## src/inc/vpr_pkg.sv

```systemverilog
// vector priority resolver: shared constants, vector classes and state type
// assumes one system clock and a synchronous active-low chip reset
`default_nettype none

package vpr_pkg;

    // table geometry
    localparam int unsigned VEC_NUM = 64;
    localparam int unsigned VEC_W = 6;
    localparam int unsigned PADDR_W = 21;
    localparam int unsigned TARGET_W = 19;
    localparam int unsigned ENTRY_W = 32;
    localparam int unsigned LVL_CFG_W = 2;
    localparam int unsigned RANK_W = 3;
    localparam int unsigned RANK_NUM = 5;

    // vector base after reset, also the boot fetch location
    localparam logic [20:0] BASE_RESET = 21'h000000;
    // entry offset is vector shifted by one: two program words per entry
    localparam int unsigned ENTRY_SHIFT = 1;
    localparam logic [20:0] COP_RESET_OFFSET = 21'h000002;

    // vector numbers
    localparam int unsigned VEC_CHIP_RESET = 0;
    localparam int unsigned VEC_COP_RESET = 1;
    localparam int unsigned VEC_EXC_FIRST = 2;
    localparam int unsigned VEC_EXC_LAST = 5;
    localparam int unsigned VEC_DBG_FIRST = 6;
    localparam int unsigned VEC_DBG_LAST = 10;
    localparam int unsigned VEC_SWI2 = 11;
    localparam int unsigned VEC_SWI1 = 12;
    localparam int unsigned VEC_SWI0 = 13;
    localparam int unsigned VEC_LVD = 15;
    localparam int unsigned VEC_PLL = 16;
    localparam int unsigned VEC_PERIPH_FIRST = 17;
    localparam int unsigned VEC_PERIPH_LAST = 62;
    localparam int unsigned VEC_SOFT_LOW = 63;

    // slots that never raise a request
    localparam logic [63:0] VEC_RESERVED_MAP = 64'h031E_00F0_C0F0_4000;

    // ranks: level -1 is rank 0, level n is rank n+1
    localparam logic [2:0] RANK_LVL_LOW = 3'h0;
    localparam logic [2:0] RANK_LVL0 = 3'h1;
    localparam logic [2:0] RANK_LVL1 = 3'h2;
    localparam logic [2:0] RANK_LVL2 = 3'h3;
    localparam logic [2:0] RANK_LVL3 = 3'h4;

    // level code that switches a programmable source off
    localparam logic [1:0] LVL_CFG_OFF = 2'h0;

    typedef enum logic [2:0] {
        VPR_ST_STRAP,
        VPR_ST_BOOT,
        VPR_ST_IDLE,
        VPR_ST_OFFER,
        VPR_ST_FETCH,
        VPR_ST_GAP
    } vpr_state_t;

endpackage : vpr_pkg

`default_nettype wire

```

## src/core/vpr_resolver.sv

```systemverilog
// vector priority resolver: picks one pending source and forms its fetch address
// assumes request lines and core signals all come from logic on clock
`default_nettype none

module vpr_resolver (
    // clock and reset
    input wire logic clock,
    input wire logic rst_n,
    // request sources
    input wire logic [63:0] src_request,
    input wire logic [127:0] src_level_cfg,
    input wire logic cop_reset_flag,
    // core state
    input wire logic [2:0] core_mask_rank,
    input wire logic [20:0] vector_base_address,
    // core fetch handshake
    input wire logic irq_ack,
    input wire logic entry_valid,
    input wire logic [31:0] entry_data,
    // offered vector
    output logic irq_valid,
    output logic [5:0] irq_vector,
    output logic [2:0] irq_rank,
    output logic [20:0] irq_fetch_addr,
    output logic irq_is_reset,
    // table status
    output logic reset_overlay,
    output logic fetch_busy,
    // resolved handler
    output logic handler_valid,
    output logic [20:0] handler_addr
);

    // per-vector rank and eligibility
    logic [63:0] elig;
    logic [2:0] rank [64];
    logic [63:0] rank_map [vpr_pkg::RANK_NUM];
    logic [vpr_pkg::RANK_NUM-1:0] pick_found;
    logic [5:0] pick_idx [vpr_pkg::RANK_NUM];

    genvar gv;
    genvar gr;

    generate
        for (gv = 0; gv < 64; gv++) begin : g_vec
            logic [1:0] cfg;
            logic raw;
            logic fixed_exc;
            assign cfg = src_level_cfg[2*gv +: 2];
            if (gv == vpr_pkg::VEC_CHIP_RESET || gv == vpr_pkg::VEC_COP_RESET) begin : g_rst
                // reset slots are served only by the boot sequence
                assign raw = 1'b0;
                assign rank[gv] = vpr_pkg::RANK_LVL3;
                assign fixed_exc = 1'b0;
            end else if (vpr_pkg::VEC_RESERVED_MAP[gv]) begin : g_rsv
                assign raw = 1'b0;
                assign rank[gv] = vpr_pkg::RANK_LVL_LOW;
                assign fixed_exc = 1'b0;
            end else if (gv <= vpr_pkg::VEC_EXC_LAST) begin : g_exc
                assign raw = src_request[gv];
                assign rank[gv] = vpr_pkg::RANK_LVL3;
                assign fixed_exc = 1'b1;
            end else if (gv <= vpr_pkg::VEC_DBG_LAST || gv == vpr_pkg::VEC_LVD
                    || gv == vpr_pkg::VEC_PLL) begin : g_p13
                // code n selects level n, code 0 switches the source off
                assign raw = src_request[gv] && (cfg != vpr_pkg::LVL_CFG_OFF);
                assign rank[gv] = {1'b0, cfg} + 3'h1;
                assign fixed_exc = 1'b0;
            end else if (gv == vpr_pkg::VEC_SWI2) begin : g_sw2
                assign raw = src_request[gv];
                assign rank[gv] = vpr_pkg::RANK_LVL2;
                assign fixed_exc = 1'b0;
            end else if (gv == vpr_pkg::VEC_SWI1) begin : g_sw1
                assign raw = src_request[gv];
                assign rank[gv] = vpr_pkg::RANK_LVL1;
                assign fixed_exc = 1'b0;
            end else if (gv == vpr_pkg::VEC_SWI0) begin : g_sw0
                assign raw = src_request[gv];
                assign rank[gv] = vpr_pkg::RANK_LVL0;
                assign fixed_exc = 1'b0;
            end else if (gv <= vpr_pkg::VEC_PERIPH_LAST) begin : g_p02
                // code n selects level n-1, code 0 switches the source off
                assign raw = src_request[gv] && (cfg != vpr_pkg::LVL_CFG_OFF);
                assign rank[gv] = {1'b0, cfg};
                assign fixed_exc = 1'b0;
            end else begin : g_low
                assign raw = src_request[gv];
                assign rank[gv] = vpr_pkg::RANK_LVL_LOW;
                assign fixed_exc = 1'b0;
            end
            // masked sources drop out before the pickers; fixed exceptions bypass the mask
            assign elig[gv] = raw && (fixed_exc || (rank[gv] >= core_mask_rank));
        end

        for (gr = 0; gr < vpr_pkg::RANK_NUM; gr++) begin : g_rank
            for (gv = 0; gv < 64; gv++) begin : g_bit
                assign rank_map[gr][gv] = elig[gv] && (rank[gv] == 3'(gr));
            end
            vpr_level_pick u_pick (
                .rank_map(rank_map[gr]),
                .found(pick_found[gr]),
                .index(pick_idx[gr])
            );
        end
    endgenerate

    // winner across ranks
    logic win_found;
    logic [5:0] win_vec;
    logic [2:0] win_rank;

    always_comb begin
        win_found = 1'b0;
        win_vec = 6'h00;
        win_rank = vpr_pkg::RANK_LVL_LOW;
        // ascending walk: the highest rank with a request writes last
        for (int r = 0; r < vpr_pkg::RANK_NUM; r++) begin
            if (pick_found[r]) begin
                win_found = 1'b1;
                win_vec = pick_idx[r];
                win_rank = r[2:0];
            end
        end
    end

    // table address of the winner
    logic [20:0] win_offset;
    logic [20:0] win_addr;
    logic [20:0] boot_addr;

    assign win_offset = {15'h0000, win_vec} << vpr_pkg::ENTRY_SHIFT;
    // the sum wraps at the top of the 21-bit program space
    assign win_addr = 21'(vector_base_address + win_offset);

    // control state
    vpr_pkg::vpr_state_t state_q;
    vpr_pkg::vpr_state_t state_d;
    logic cop_boot_q;
    logic cop_boot_d;
    logic [5:0] vec_q;
    logic [5:0] vec_d;
    logic [2:0] rank_q;
    logic [2:0] rank_d;
    logic [20:0] addr_q;
    logic [20:0] addr_d;
    logic is_reset_q;
    logic is_reset_d;
    logic overlay_q;
    logic overlay_d;
    logic hvalid_q;
    logic hvalid_d;
    logic [20:0] haddr_q;
    logic [20:0] haddr_d;

    // reset fetch locations are fixed; they match the table only at the reset base
    assign boot_addr = cop_boot_q ? 21'(vpr_pkg::BASE_RESET + vpr_pkg::COP_RESET_OFFSET)
                                  : vpr_pkg::BASE_RESET;

    always_comb begin
        state_d = state_q;
        cop_boot_d = cop_boot_q;
        vec_d = vec_q;
        rank_d = rank_q;
        addr_d = addr_q;
        is_reset_d = is_reset_q;
        unique case (state_q)
            vpr_pkg::VPR_ST_STRAP: begin
                // catch the watchdog cause in the first cycle after release
                cop_boot_d = cop_reset_flag;
                state_d = vpr_pkg::VPR_ST_BOOT;
            end
            vpr_pkg::VPR_ST_BOOT: begin
                // reset offers carry the fixed reset fetch locations, not the table
                vec_d = cop_boot_q ? 6'(vpr_pkg::VEC_COP_RESET)
                                   : 6'(vpr_pkg::VEC_CHIP_RESET);
                rank_d = vpr_pkg::RANK_LVL3;
                addr_d = boot_addr;
                is_reset_d = 1'b1;
                if (irq_ack && is_reset_q) begin
                    state_d = vpr_pkg::VPR_ST_FETCH;
                end
            end
            vpr_pkg::VPR_ST_IDLE: begin
                is_reset_d = 1'b0;
                if (win_found) begin
                    vec_d = win_vec;
                    rank_d = win_rank;
                    addr_d = win_addr;
                    state_d = vpr_pkg::VPR_ST_OFFER;
                end
            end
            vpr_pkg::VPR_ST_OFFER: begin
                if (irq_ack) begin
                    // the core takes whatever is shown at the ack edge
                    state_d = vpr_pkg::VPR_ST_FETCH;
                end else if (!win_found) begin
                    // source withdrew or was masked before the core took it
                    state_d = vpr_pkg::VPR_ST_IDLE;
                end else begin
                    // a better source may displace the one on offer
                    vec_d = win_vec;
                    rank_d = win_rank;
                    addr_d = win_addr;
                end
            end
            vpr_pkg::VPR_ST_FETCH: begin
                // the core may take any number of cycles to return the entry
                if (entry_valid) begin
                    state_d = vpr_pkg::VPR_ST_GAP;
                end
            end
            vpr_pkg::VPR_ST_GAP: begin
                // one idle cycle lets the served source drop its line
                is_reset_d = 1'b0;
                state_d = vpr_pkg::VPR_ST_IDLE;
            end
            default: begin
                state_d = vpr_pkg::VPR_ST_IDLE;
            end
        endcase
    end

    always_ff @(posedge clock) begin
        if (!rst_n) begin
            state_q <= vpr_pkg::VPR_ST_STRAP;
            cop_boot_q <= 1'b0;
            vec_q <= 6'h00;
            rank_q <= vpr_pkg::RANK_LVL_LOW;
            addr_q <= vpr_pkg::BASE_RESET;
            is_reset_q <= 1'b0;
        end else begin
            state_q <= state_d;
            cop_boot_q <= cop_boot_d;
            vec_q <= vec_d;
            rank_q <= rank_d;
            addr_q <= addr_d;
            is_reset_q <= is_reset_d;
        end
    end

    // handler capture: low entry bits are the target, upper address bits read zero
    always_comb begin
        hvalid_d = 1'b0;
        haddr_d = haddr_q;
        if (state_q == vpr_pkg::VPR_ST_FETCH && entry_valid) begin
            hvalid_d = 1'b1;
            haddr_d = {2'b00, entry_data[vpr_pkg::TARGET_W-1:0]};
        end
    end

    always_ff @(posedge clock) begin
        if (!rst_n) begin
            hvalid_q <= 1'b0;
            haddr_q <= 21'h000000;
        end else begin
            hvalid_q <= hvalid_d;
            haddr_q <= haddr_d;
        end
    end

    // overlay status trails the base by one cycle
    always_comb begin
        overlay_d = (vector_base_address == vpr_pkg::BASE_RESET);
    end

    always_ff @(posedge clock) begin
        if (!rst_n) begin
            overlay_q <= 1'b0;
        end else begin
            overlay_q <= overlay_d;
        end
    end

    // outputs
    // the boot offer waits one cycle for its vector and address to load
    assign irq_valid = (state_q == vpr_pkg::VPR_ST_OFFER)
                    || (state_q == vpr_pkg::VPR_ST_BOOT && is_reset_q);
    assign irq_vector = vec_q;
    assign irq_rank = rank_q;
    assign irq_fetch_addr = addr_q;
    assign irq_is_reset = is_reset_q;
    assign reset_overlay = overlay_q;
    assign fetch_busy = (state_q == vpr_pkg::VPR_ST_FETCH);
    assign handler_valid = hvalid_q;
    assign handler_addr = haddr_q;

endmodule : vpr_resolver

`default_nettype wire

```

## src/core/vpr_level_pick.sv

```systemverilog
// lowest-index finder over one priority rank's request map
// assumes a plain combinational map from the same clock domain
`default_nettype none

module vpr_level_pick (
    // requests of one rank
    input wire logic [63:0] rank_map,
    // result
    output logic found,
    output logic [5:0] index
);

    always_comb begin
        found = 1'b0;
        index = 6'h00;
        // walk downward so the smallest vector is the last to write
        for (int v = 63; v >= 0; v--) begin
            if (rank_map[v]) begin
                found = 1'b1;
                index = v[5:0];
            end
        end
    end

endmodule : vpr_level_pick

`default_nettype wire

```

## config.mk

```make
export PLATFORM = sky130hd
export DESIGN_NAME = vpr_resolver
export DESIGN_NICKNAME = d
export VERILOG_FILES = /design/src/inc/vpr_pkg.sv /design/src/core/vpr_resolver.sv /design/src/core/vpr_level_pick.sv
export SDC_FILE = /design/constraint.sdc
export NUM_CORES = 1
export LEC_CHECK = 0
export ABC_AREA = 1
export BUFFER_PORTS_ARGS = -buffer_cell sky130_fd_sc_hd__buf_2
export CORE_MARGIN = 3
export CORE_UTILIZATION = 25
export CTS_CLUSTER_DIAMETER = 80
export CTS_CLUSTER_SIZE = 12
export DETAILED_ROUTE_END_ITERATION = 10
export SETUP_SLACK_MARGIN = 0.3
export SYNTH_ARGS = -nofsm -noshare
export SYNTH_HDL_FRONTEND = slang
export SYNTH_HIERARCHICAL = 1
export SYNTH_SLANG_ARGS = --single-unit
```

## constraint.sdc

```tcl
create_clock -name clock -period 9.2 [get_ports clock]
set_input_delay 0.46 -clock clock [delete_from_list [all_inputs] [get_ports clock]]
set_output_delay 0.46 -clock clock [all_outputs]
set_load 0.01 [all_outputs]
```

==> results.txt <==
Vias: 12,966
most area-hungry cell type in the Yosys netlist: nand2_1
Setup CP Type: primary input to register
Crit path arrival time: 7040 ps
P&R area growth vs syn: 31.5%
Setup Buffers After CTS: 0
vias per cell: 3.84
r2r setup slk: 7070 ps
largest cells by area after synthesis: nand2_1 21%, inv_1 16%, ha_1 14%
Placer Congestion: 0.889
Yosys cell types: 37
Synth top cells by count: 639 x nand2_1, 489 x inv_1, 240 x nor2_1
die height: 218 µm
IO buf count: 220
Initial Util: 0.254
Cell Area, Synth: 11,300 µm²
die width: 218 µm
Worst Reg-to-Reg Cells: 9
Final ANT Viol Nets: 0
dpl hpwl: 28,600 µm
largest net degree at the start of global routing: 56
Hold Crit Start: vector_base_address[15]
drt pass-1 iters: 5
worst vdd ir: 0.000109 V
Main synth FF type: dfxtp_1
post-cts resize count: 0
CP Launch Type: primary input
H-tree depth: 2
Slew headroom: 0.279
final worst-path setup slack: 2300 ps
RSZ-0062 raised after global routing: false
GRT Total Usage: 0.135
Seq/Total Area, Yosys: 0.0994
total CTS buffers: 5
area share of the largest cell type after synthesis: 0.213
fmax: 145 MHz
worst-margin pin slew: 1080 ps
Worst path slowest cell: ha_1
Clk pin slew, worst setup/hold paths: 70 ps
Reg-to-Reg Start: state_q[1]$_SDFFE_PN0P_
synth warn: 6
critical path endpoint category: register
post-placement setup slack: 1920 ps
drt drc: 0
first-pass GRT wire length: 53,700 µm
end of the worst hold path: reset_overlay$_SDFF_PN0_
core area: 44,400 µm²
drt wl/cell: 9.58 µm
DRT Wirelength: 32,400 µm
pwr dens: 73.3 nW/µm²
Die Area: 47,700 µm²
final period utilization: 0.749
Static Leak: 8.02 nW
CP dominant cell by count: nand2_1
Initial DRC Count: 483
share of cells above drive strength 1: 0.0930
final setup vio count: 0
Setup TNS: 0 ps
CTS tree: yes
critical path peak fanout: 15
Max Slew Vio Count: 0
nets@finish: 3,167
Mean Syn Cell Area: 5.26 µm²
capture point of the worst reg-to-reg path: irq_vector[0]$_SDFFE_PN0P_
clock skew: 4.39 ps
peak per-stage delay on the critical path: 420 ps
root buffer selected by CTS: clkbuf_16
Hold Crit Class: primary input to register
Tmin final: 6900 ps
status: complete, no violations
vias in the first global route: 11,586
Synth Instances: 2,145
max-cap violations: 0
Post-synth EDFFs: 0
Clock Latency Late Sink: 300 ps
top-count cell post-synth: nand2_1
number of fill cells in the layout: 5,063
clock sink total: 56
Max clock buf depth: 2
GR Overflow Total: 0
WP data required: 9340 ps
final hold vios: 0
initial antenna violation count: 1
Rows: 77
worst hold path depth: 2
Yosys reg bits: 56
I/O pins: 309
asr flop ratio synth: 0
CTS Hold Buffers Added: 0
-- cell families after synthesis --
group | synth area share
XOR/XNOR | 0.00233
adder cells (fa/ha/maj) | 0.146
buffers and inverters | 0.177
AO/OA/AOI/OAI | 0.139
AND/OR/NAND/NOR | 0.436
flip-flops | 0.0994
other | 0.000333
-- through the flow --
stage	instance area, µm²	power [W]	util	instances	hold slack [ps]
after detailed placement	14600	0.000857	0.330	3368	452
after global placement	14600	0.000854	0.330	3368	447
after global routing	14800	0.00121	0.334	3377	399
after floorplan	12900	0.000701	-	2574	446
final	14800	0.00109	0.334	3378	385
after CTS	14800	0.00109	0.334	3376	389
-- critical path, delay by kind of cell --
kind | cells | cell delay [ps]
AO/OA/AOI/OAI | 5 | 610
buffers and inverters | 6 | 790
adder cells (fa/ha/maj) | 3 | 980
AND/OR/NAND/NOR | 69 | 4190
-- area by class of cell --
cell class,instances,area [µm²],share of cell area
Sequential cell,56,1120,0.0756
Clock buffer,7,153,0.0103
Multi-Input combinational cell,1998,9770,0.659
Inverter,497,1870,0.126
Clock inverter,1,30.0,0.00203
Antenna cell,2,5.00,0.000338
Timing Repair Buffer,225,1140,0.0768
Tap cell,592,741,0.0500
-- power by group --
part	internal (W)	switching (W)	total, W
Combinational	0.000197	0.000363	0.000560
Clock	0.000144	0.0000911	0.000235
Sequential	0.000271	0.0000200	0.000291
Total	0.000612	0.000474	0.00109
-- flip-flops by register name, indices dropped and copies added, names as in the netlist --
signal,cells
irq_rank,3
irq_fetch_addr,21
irq_vector,6
irq_is_reset,1
cop_boot_q,1
handler_valid,1
reset_overlay,1
state_q,3
handler_addr,19
-- cells in the final DEF (no fill, tap or decap), types with 30 or more instances in the layout --
cell	Yosys	layout
dfxtp_1	56	56
buf_2	4	220
nor2_1	240	240
conb_1	1	430
ha_1	130	130
inv_1	489	489
a21oi_1	121	121
nor3_1	118	118
nand2_1	639	639
nand3_1	106	106
o211ai_1	42	42
a21boi_0	30	30
-- worst max path at each step --
stage / to / from / slack, ps / depth (start not counted)
final: irq_fetch_addr[7]$_SDFFE_PN0P_ / core_mask_rank[1] / 2300 / 83
after global routing: irq_fetch_addr[15]$_SDFFE_PN0P_ / core_mask_rank[1] / 1120 / 84
after CTS: irq_fetch_addr[7]$_SDFFE_PN0P_ / core_mask_rank[1] / 2220 / 83
after detailed placement: irq_fetch_addr[7]$_SDFFE_PN0P_ / core_mask_rank[1] / 1920 / 83
after global placement: irq_fetch_addr[7]$_SDFFE_PN0P_ / core_mask_rank[1] / 1890 / 83
after floorplan: irq_fetch_addr[15]$_SDFFE_PN0P_ / core_mask_rank[1] / 3030 / 82
-- routing by layer --
metal  vias to the layer above  routed length, µm  GRT usage
li1                       7560                  -          -
met1                      5208              16300      0.183
met2                       164              14600      0.236
met3                        34                797    0.00918
met4                         0                683     0.0267
met5                         -                  0          0
Power figures use the tool's default switching activity.
